## config.mk

```make
export PLATFORM = sky130hd
export DESIGN_NAME = cfgdn_loader
export DESIGN_NICKNAME = d
export VERILOG_FILES = /design/src/logic/cfgdn_pkg.sv /design/src/logic/cfgdn_rd_if.sv /design/src/logic/cfgdn_loader.sv /design/src/logic/cfgdn_serial_reader.sv
export VERILOG_INCLUDE_DIRS = /design/src /design/src/logic
export SDC_FILE = /design/constraint.sdc
export NUM_CORES = 1
export LEC_CHECK = 0
export BUFFER_PORTS_ARGS = -buffer_cell sky130_fd_sc_hd__buf_2
export CAP_MARGIN = 10
export CORE_UTILIZATION = 50
export DETAILED_ROUTE_END_ITERATION = 10
export GPL_TIMING_DRIVEN = 0
export PLACE_DENSITY = 0.65
export SYNTH_ARGS = -nofsm -noshare
export SYNTH_HDL_FRONTEND = slang
export SYNTH_SLANG_ARGS = --single-unit
```

## constraint.sdc

```tcl
create_clock -name clk -period 2.6 [get_ports clk]
set_input_delay 0 -clock clk [delete_from_list [all_inputs] [get_ports clk]]
set_output_delay 0 -clock clk [all_outputs]
set_load 0.02 [all_outputs]
```

## src/logic/cfgdn_defs.svh

```systemverilog
`ifndef CFGDN_DEFS_SVH
`define CFGDN_DEFS_SVH

// Clock rate and initialization time
`define CFGDN_CLK_PERIOD_NS 25
`define CFGDN_INIT_TIME_NS 2000
// Least time, so rounded up to whole cycles
`define CFGDN_INIT_CYCLES ((`CFGDN_INIT_TIME_NS + `CFGDN_CLK_PERIOD_NS - 1) / `CFGDN_CLK_PERIOD_NS)

// Edges after reset before the pin synchronisers show real levels
`define CFGDN_SETTLE_CYCLES 4

// Size of one configuration image in bits
`define CFGDN_CFG_BITS 16'h0400

// Read command plus start address sent to the serial memory, MSB first
`define CFGDN_READ_CMD 32'h0300_0000
`define CFGDN_CMD_BITS 6'h20

// Idle level of the pin synchronisers
`define CFGDN_SYNC_IDLE 1'b1

`endif

```

## src/logic/cfgdn_pkg.sv

```systemverilog
package cfgdn_pkg;

  // Loader sequence
  typedef enum logic [2:0] {
    ST_RESET,
    ST_WAIT_CE,
    ST_LOAD,
    ST_WAIT_DONE,
    ST_INIT,
    ST_USER,
    ST_ERROR
  } cfgdn_state_e;

  // Serial memory reader sequence
  typedef enum logic [1:0] {
    RD_IDLE,
    RD_CMD,
    RD_STREAM
  } cfgdn_rd_state_e;

endpackage : cfgdn_pkg

```

## src/logic/cfgdn_rd_if.sv

```systemverilog
`timescale 1ns/100ps
interface cfgdn_rd_if;
  logic start;
  logic stop;
  logic mem_data;
  logic bit_valid;
  logic bit_data;
  logic sel_n;
  logic cmd;

  modport loader (output start, output stop, output mem_data,
                  input bit_valid, input bit_data, input sel_n, input cmd);
  modport reader (input start, input stop, input mem_data,
                  output bit_valid, output bit_data, output sel_n, output cmd);
endinterface : cfgdn_rd_if

```

## src/logic/cfgdn_loader.sv

```systemverilog
// Contract
// RQ1: The completion line is held low from before loading until loading finishes.
// RQ2: When all bits arrive without error and initialization starts, the completion line is released.
// RQ3: Initialization and user mode follow only after all data is in and the line reads high.
// RQ4: Once in user mode, a low driven onto the completion line is ignored.
// RQ5: Loading proceeds only while chain enable input is low, which the outside keeps low.
// RQ6: In a chain the first enable is tied low and each enable output feeds the next input.
// RQ7: The outside holds the chain enable input low for test port programming.
// RQ8: The chain enable output goes low once this device has its configuration.
// RQ9: In the serial memory scheme a command stream is sent to read the memory.
// RQ10: In the serial memory scheme a select output enables the memory.
// RQ11: Outside the serial memory scheme the select and command pins are user pins.
// RQ12: A load error pulls the status line low, and an outside low on it is an error; the code flags that low only in ST_LOAD, ST_WAIT_DONE and ST_INIT.
// RQ13: A low reconfiguration request clears and holds reset; its rise starts a new load.
`timescale 1ns/100ps
`include "cfgdn_defs.svh"
module cfgdn_loader (
  // Clock and reset
  input wire logic clk,
  input wire logic rst_b,
  // Reconfiguration and chain pins
  input wire logic reconfig_request_n,
  input wire logic chain_enable_in_n,
  output logic chain_enable_out_n,
  // Open-drain completion line
  input wire logic config_complete_line_in,
  output logic config_complete_line_out,
  output logic config_complete_line_oe,
  // Open-drain error status line
  input wire logic error_status_line_n_in,
  output logic error_status_line_n_out,
  output logic error_status_line_n_oe,
  // Scheme strap, high selects the serial memory scheme
  input wire logic self_driven_serial_scheme,
  // Serial memory pins
  input wire logic memory_data_in,
  output logic memory_select_out_n,
  output logic memory_select_oe,
  output logic serial_cmd_out,
  output logic serial_cmd_oe,
  // Host bit stream on the same clock
  input wire logic host_bit_valid,
  input wire logic host_bit_data,
  input wire logic load_error,
  // Configuration bits toward the array
  output logic cfg_bit_valid,
  output logic cfg_bit_data,
  // User logic on the dual-purpose pins
  input wire logic user_select_out,
  input wire logic user_select_oe,
  input wire logic user_cmd_out,
  input wire logic user_cmd_oe,
  // Status
  output logic user_mode
);

  localparam int PIN_RECFG = 0;
  localparam int PIN_CE = 1;
  localparam int PIN_DONE = 2;
  localparam int PIN_STAT = 3;
  localparam int PIN_STRAP = 4;
  localparam int NPIN = 5;

  logic [NPIN-1:0] pin_raw;
  logic [NPIN-1:0] sync1_r;
  logic [NPIN-1:0] sync2_r;
  logic [NPIN-1:0] sync3_r;
  logic [NPIN-1:0] pin_f_r;
  cfgdn_pkg::cfgdn_state_e state_r;
  logic [15:0] bit_cnt_r;
  logic [15:0] init_cnt_r;
  logic as_mode_r;
  logic chain_out_r;
  logic cfg_valid_r;
  logic cfg_data_r;
  logic reconfig_f;
  logic ce_f;
  logic done_f;
  logic status_f;
  logic src_valid;
  logic src_data;
  logic bit_take;
  logic last_bit;

  cfgdn_rd_if rd_bus ();

  // Completion line held low in every state before the data is complete
  function automatic logic holds_done_low(input cfgdn_pkg::cfgdn_state_e s);
    return s == cfgdn_pkg::ST_RESET || s == cfgdn_pkg::ST_WAIT_CE ||
           s == cfgdn_pkg::ST_LOAD || s == cfgdn_pkg::ST_ERROR;
  endfunction : holds_done_low

  assign pin_raw = {self_driven_serial_scheme, error_status_line_n_in,
                    config_complete_line_in, chain_enable_in_n, reconfig_request_n};

  // Three-stage pin synchronisers; a level counts once stages two and three agree
  for (genvar g = 0; g < NPIN; g++) begin : g_sync
    always_ff @(posedge clk) begin
      if (!rst_b) begin
        sync1_r[g] <= `CFGDN_SYNC_IDLE;
        sync2_r[g] <= `CFGDN_SYNC_IDLE;
        sync3_r[g] <= `CFGDN_SYNC_IDLE;
        pin_f_r[g] <= `CFGDN_SYNC_IDLE;
      end else begin
        sync1_r[g] <= pin_raw[g];
        sync2_r[g] <= sync1_r[g];
        sync3_r[g] <= sync2_r[g];
        if (sync2_r[g] == sync3_r[g]) begin
          pin_f_r[g] <= sync3_r[g];
        end
      end
    end
  end

  assign reconfig_f = pin_f_r[PIN_RECFG];
  assign ce_f = pin_f_r[PIN_CE];
  assign done_f = pin_f_r[PIN_DONE];
  assign status_f = pin_f_r[PIN_STAT];

  // Bit source depends on the captured scheme
  assign src_valid = as_mode_r ? rd_bus.bit_valid : host_bit_valid;
  assign src_data = as_mode_r ? rd_bus.bit_data : host_bit_data;
  assign bit_take = state_r == cfgdn_pkg::ST_LOAD && !ce_f && src_valid; // [RQ5]
  assign last_bit = bit_cnt_r == `CFGDN_CFG_BITS - 16'h0001;

  // Main sequence; reconfiguration request overrides everything
  always_ff @(posedge clk) begin
    if (!rst_b) begin
      state_r <= cfgdn_pkg::ST_RESET;
    end else if (!reconfig_f) begin
      state_r <= cfgdn_pkg::ST_RESET; // [RQ13]
    end else begin
      unique case (state_r)
        cfgdn_pkg::ST_RESET: begin
          // Presets would otherwise pick the scheme and pass the status check
          if (init_cnt_r >= 16'(`CFGDN_SETTLE_CYCLES)) begin
            state_r <= cfgdn_pkg::ST_WAIT_CE; // [RQ13]
          end
        end
        cfgdn_pkg::ST_WAIT_CE: begin
          // Status must read released first, else our own low looks like an error
          if (!ce_f && status_f) begin
            state_r <= cfgdn_pkg::ST_LOAD; // [RQ5]
          end
        end
        cfgdn_pkg::ST_LOAD: begin
          if (load_error || !status_f) begin
            state_r <= cfgdn_pkg::ST_ERROR; // [RQ12]
          end else if (bit_take && last_bit) begin
            state_r <= cfgdn_pkg::ST_WAIT_DONE;
          end
        end
        cfgdn_pkg::ST_WAIT_DONE: begin
          if (!status_f) begin
            state_r <= cfgdn_pkg::ST_ERROR; // [RQ12]
          end else if (done_f) begin
            state_r <= cfgdn_pkg::ST_INIT; // [RQ3]
          end
        end
        cfgdn_pkg::ST_INIT: begin
          if (!status_f) begin
            state_r <= cfgdn_pkg::ST_ERROR; // [RQ12]
          end else if (init_cnt_r == 16'(`CFGDN_INIT_CYCLES - 1)) begin
            state_r <= cfgdn_pkg::ST_USER; // [RQ3]
          end
        end
        cfgdn_pkg::ST_USER: state_r <= cfgdn_pkg::ST_USER; // [RQ4]
        cfgdn_pkg::ST_ERROR: state_r <= cfgdn_pkg::ST_ERROR;
      endcase
    end
  end

  // Bit and initialization counters
  always_ff @(posedge clk) begin
    if (!rst_b || state_r == cfgdn_pkg::ST_RESET) begin
      bit_cnt_r <= 16'h0000;
    end else if (bit_take) begin
      bit_cnt_r <= bit_cnt_r + 16'h0001;
    end
  end

  always_ff @(posedge clk) begin
    // Also times pin settling in the reset state, saturating there
    if (!rst_b || !(state_r == cfgdn_pkg::ST_INIT || state_r == cfgdn_pkg::ST_RESET)) begin
      init_cnt_r <= 16'h0000;
    end else if (state_r == cfgdn_pkg::ST_INIT || init_cnt_r < 16'(`CFGDN_SETTLE_CYCLES)) begin
      init_cnt_r <= init_cnt_r + 16'h0001;
    end
  end

  // Scheme strap caught while held in reset, so it never changes mid-load
  always_ff @(posedge clk) begin
    if (!rst_b) begin
      as_mode_r <= 1'b0;
    end else if (state_r == cfgdn_pkg::ST_RESET) begin
      as_mode_r <= pin_f_r[PIN_STRAP];
    end
  end

  // Bits passed on to the array, and the chain hand-off
  always_ff @(posedge clk) begin
    if (!rst_b) begin
      cfg_valid_r <= 1'b0;
      cfg_data_r <= 1'b0;
      chain_out_r <= 1'b1;
    end else begin
      cfg_valid_r <= bit_take; // [RQ5]
      cfg_data_r <= src_data;
      chain_out_r <= holds_done_low(state_r); // [RQ8]
    end
  end

  assign cfg_bit_valid = cfg_valid_r;
  assign cfg_bit_data = cfg_data_r;
  assign chain_enable_out_n = chain_out_r;
  assign user_mode = state_r == cfgdn_pkg::ST_USER;

  // Open-drain lines only ever drive low
  assign config_complete_line_out = 1'b0;
  assign config_complete_line_oe = holds_done_low(state_r); // [RQ1] [RQ2]
  assign error_status_line_n_out = 1'b0;
  assign error_status_line_n_oe = state_r == cfgdn_pkg::ST_RESET ||
                                  state_r == cfgdn_pkg::ST_ERROR; // [RQ12]

  // Serial memory reader
  assign rd_bus.start = as_mode_r && state_r == cfgdn_pkg::ST_WAIT_CE && reconfig_f &&
                        !ce_f && status_f;
  assign rd_bus.stop = state_r != cfgdn_pkg::ST_LOAD;
  assign rd_bus.mem_data = memory_data_in; // Memory runs on our clock; a filter would eat bits

  cfgdn_serial_reader u_reader (
    .clk(clk),
    .rst_b(rst_b),
    .rd(rd_bus.reader)
  );

  // Pins belong to the reader in the memory scheme, else to user logic after load
  assign memory_select_out_n = as_mode_r ? rd_bus.sel_n : user_select_out; // [RQ10] [RQ11]
  assign memory_select_oe = as_mode_r ? 1'b1 : user_mode && user_select_oe; // [RQ11]
  assign serial_cmd_out = as_mode_r ? rd_bus.cmd : user_cmd_out; // [RQ9] [RQ11]
  assign serial_cmd_oe = as_mode_r ? 1'b1 : user_mode && user_cmd_oe; // [RQ11]
endmodule : cfgdn_loader

```

## src/logic/cfgdn_serial_reader.sv

```systemverilog
`timescale 1ns/100ps
`include "cfgdn_defs.svh"
module cfgdn_serial_reader (
  // Clock and reset
  input wire logic clk,
  input wire logic rst_b,
  // Toward the loader
  cfgdn_rd_if.reader rd
);

  cfgdn_pkg::cfgdn_rd_state_e state_r;
  logic [31:0] shift_r;
  logic [5:0] cnt_r;
  logic sel_n_r;
  logic cmd_r;

  // Command phase, then one memory bit per clock until stopped
  always_ff @(posedge clk) begin
    if (!rst_b) begin
      state_r <= cfgdn_pkg::RD_IDLE;
    end else begin
      unique case (state_r)
        cfgdn_pkg::RD_IDLE: begin
          if (rd.start) begin
            state_r <= cfgdn_pkg::RD_CMD;
          end
        end
        cfgdn_pkg::RD_CMD: begin
          if (rd.stop) begin
            state_r <= cfgdn_pkg::RD_IDLE;
          end else if (cnt_r == `CFGDN_CMD_BITS) begin // Spare cycle for the memory to answer
            state_r <= cfgdn_pkg::RD_STREAM;
          end
        end
        cfgdn_pkg::RD_STREAM: begin
          if (rd.stop) begin
            state_r <= cfgdn_pkg::RD_IDLE;
          end
        end
      endcase
    end
  end

  // Command shifter, loaded on start
  always_ff @(posedge clk) begin
    if (!rst_b) begin
      shift_r <= 32'h0000_0000;
      cnt_r <= 6'h00;
    end else if (state_r == cfgdn_pkg::RD_IDLE) begin
      shift_r <= `CFGDN_READ_CMD;
      cnt_r <= 6'h00;
    end else if (state_r == cfgdn_pkg::RD_CMD) begin
      shift_r <= {shift_r[30:0], 1'b0};
      cnt_r <= cnt_r + 6'h01;
    end
  end

  // Select stays low for the whole access; memory drops it on a high edge
  always_ff @(posedge clk) begin
    if (!rst_b) begin
      sel_n_r <= 1'b1;
      cmd_r <= 1'b0;
    end else begin
      sel_n_r <= !((state_r == cfgdn_pkg::RD_IDLE && rd.start) ||
                   (state_r != cfgdn_pkg::RD_IDLE && !rd.stop)); // [RQ10]
      cmd_r <= (state_r == cfgdn_pkg::RD_CMD) ? shift_r[31] : 1'b0; // [RQ9]
    end
  end

  assign rd.sel_n = sel_n_r;
  assign rd.cmd = cmd_r;
  assign rd.bit_valid = (state_r == cfgdn_pkg::RD_STREAM) && !rd.stop;
  assign rd.bit_data = rd.mem_data;
endmodule : cfgdn_serial_reader

```

==> flow_metrics.py <==
metrics = {
    "placed_design": {
        "numPortBuffers": 23,
        "dpl.hpwl_um": 4160,
        "postPlaceCellArea_um2": 3580,
        "gp_congestion": 0.863,
        "post-place-ws_ps": 468,
    },
    "synth": {
        "synth_top_area_cell": "dfxtp_1",
        "syn-mean-instance-area_um2": 8.90,
        "synth_seq_area_share_pct": 45.8,
        "synth_top_family_by_area": "simple AND/OR/NAND/NOR gates",
        "synth-simple-area-share_pct": 26.0,
        "ys_ff_latch": 77,
        "synth_edf_count": 0,
        "async_flop_share_pct": 0,
        "yosys_warnings": 0,
        "post-synth-top-area-fraction_pct": 45.8,
        "synth_area_um2": 3360,
        "yosys_most_used_dff": "dfxtp_1",
        "synth_compound_area_share_pct": 8.63,
        "synthTopCellsByArea": "dfxtp_1, nor2_1, xor2_1, nand2b_1, mux2i_1",
        "synth_xor_area_share_pct": 7.81,
        "synthMuxAreaShare_pct": 4.87,
        "syn_inst": 378,
        "ys_types": 44,
        "synth_fa_ha_area_share_pct": 2.98,
    },
    "timing": {
        "tightest_slew_ps": 793,
        "max_freq_ghz": 0.462,
        "worst_slack_ps": 435,
        "hold_slack_ps": 25.6,
        "fin_crit_ps": 2170,
        "slew_violations": 0,
        "rsz0062_at_grt": "false",
        "finClkSkew_ps": 11.8,
        "setup_tns_ps": 0,
        "fin_crit_sh_pct": 83.3,
        "max-slew-margin-rel_pct": 46.7,
        "setup_violations": 0,
        "hold_violations": 0,
    },
    "worst_setup_path": {
        "path_class": "reg -> reg",
        "critPathMaxFanout": 7,
        "cp_top_family": "simple AND/OR/NAND/NOR gates",
        "cp.arrival_ps": 2440,
        "start_kind": "register",
        "cpPeakStageDelay_ps": 470,
        "slowest_stage": "dfxtp_1",
        "crit_path_cell_trace": "or3b_4, or3_1, buf_2, nor4_1, nor3_1, o31ai_1",
        "worst-endpoint-required_ps": 2880,
        "end_kind": "register",
        "path_buf_inv": 1,
    },
    "clock_network": {
        "cts_tree": "built",
        "cts_resized": 0,
        "cts.reportedPaths.clkPinSlew_ps": 100,
        "cts_setup_buffers": 0,
        "cts-root-buf": "clkbuf_8",
        "numCtsBuffers": 9,
        "h-tree-depth": 3,
        "clock_path_buffers": 2,
        "clk_latency_ps": 360,
        "cts_hold_buf": 7,
        "cts_sinks": 77,
    },
    "power": {
        "power.density_nw_per_um2": 634,
        "ir_drop_uv": 385,
        "p_leak_nw": 1.39,
        "p_total_mw": 2.44,
    },
    "global_route": {
        "grt_pass1_vias": 2341,
        "track_usage_pct": 18.9,
        "grt_first_pass_wirelength_um": 10500,
        "grt_overflow": 0,
        "grt_max_degree": 18,
        "antenna_found_initial": 0,
    },
    "route": {
        "drc": 0,
        "vias": 2616,
        "detail_route.wl_per_cell_um": 12.4,
        "final_antenna_net_count": 0,
        "routed_via_density": 5.21,
        "finalWirelength_um": 6220,
        "drtPass1Iterations": 4,
        "first_iter_violations": 69,
    },
    "floorplanning": {
        "start_util_pct": 52.4,
        "dieArea_um2": 7060,
        "die_x_um": 84.0,
        "io_pins": 27,
        "num_rows": 29,
        "coreArea_um2": 6420,
        "die_y_um": 84.0,
    },
    "outcome": {
        "status": "completed",
    },
    "layout": {
        "final_common_cell": "dfxtp_1",
        "nFillCells": 594,
        "layout_common_cells": "dfxtp_1, nor2_1, buf_2",
        "final_area_um2": 3850,
        "nets": 443,
        "drive_gt1_share_pct": 11.8,
        "n_antenna_cell": 0,
        "syn_to_final_growth_pct": 14.5,
    },
    "hold_path": {
        "hp-class": "in -> reg",
    },
    "flow_run": {
        "max-cap-violations": 0,
    },
}
-- registers in the layout, indices dropped and copies added (netlist names), 2 cells and up --
register          cells
bit_cnt_r            16
init_cnt_r           16
state_r               3
sync1_r               5
sync2_r               5
sync3_r               5
u_reader.cnt_r        6
u_reader.shift_r      8
u_reader.state_r      2
-- logic make-up (layout without fill, tap and decap cells) --
group	count (synthesis)	after routing
other cells	1	2
flops	77	77
mux	16	16
buf+inv	31	77
compound gates	47	47
fa+ha+maj	8	8
xor+xnor	30	30
simple gates	168	168
-- per-layer routing --
| metal | up-vias | GRT usage (%) | wire length, µm |
|---|---|---|---|
| met2 | 46 | 28.9 | 2770 |
| met4 | 0 | 8.31 | 114 |
| met1 | 1179 | 24.7 | 3120 |
| li1 | 1378 | - | - |
| met3 | 13 | 5.74 | 223 |
| met5 | - | 0 | 0 |
-- final cells by class --
type	instances	area [µm²]	share of cell area [%]
multi-input cells	271	1700	44.2
flip-flops and latches	77	1540	40.0
repair buffers	30	185	4.81
clock buffers	9	124	3.22
well taps	77	96.3	2.50
clock inverters	7	77.6	2.01
plain buffers	18	76.3	1.98
inverters	13	48.8	1.27
-- stage by stage --
step / cells / utilization [%]
floorplan: 379 / -
global placement: 479 / 55.7
detailed placement: 479 / 55.7
CTS: 502 / 59.9
global route: 502 / 59.9
finish: 502 / 59.9
-- cell usage after synthesis (11+ instances only) --
master,instances
a21oi_1,15
clkbuf_1,14
dfxtp_1,77
inv_1,13
mux2i_1,13
nand2_1,23
nand2b_1,23
nand3_1,16
nor2_1,48
o21ai_0,11
xnor2_1,13
xor2_1,17
-- final timing paths --
check	slack (ps)	from	depth (start not counted)	end
worst max-delay path	430	state_r[1]	6	state_r[0]
worst min-delay path	30	rst_b	2	sync1_r[1]
worst max register to register	430	state_r[1]	6	state_r[0]
worst min register to register	420	sync1_r[3]	1	sync2_r[3]
-- power by group --
| part | internal [mW] | switching (mW) | leakage (nW) |
|---|---|---|---|
| clock | 0.384 | 0.526 | 0.100 |
| combinational | 0.119 | 0.160 | 0.663 |
| sequential | 1.22 | 0.0355 | 0.626 |
Power figures use the tool's default switching activity.
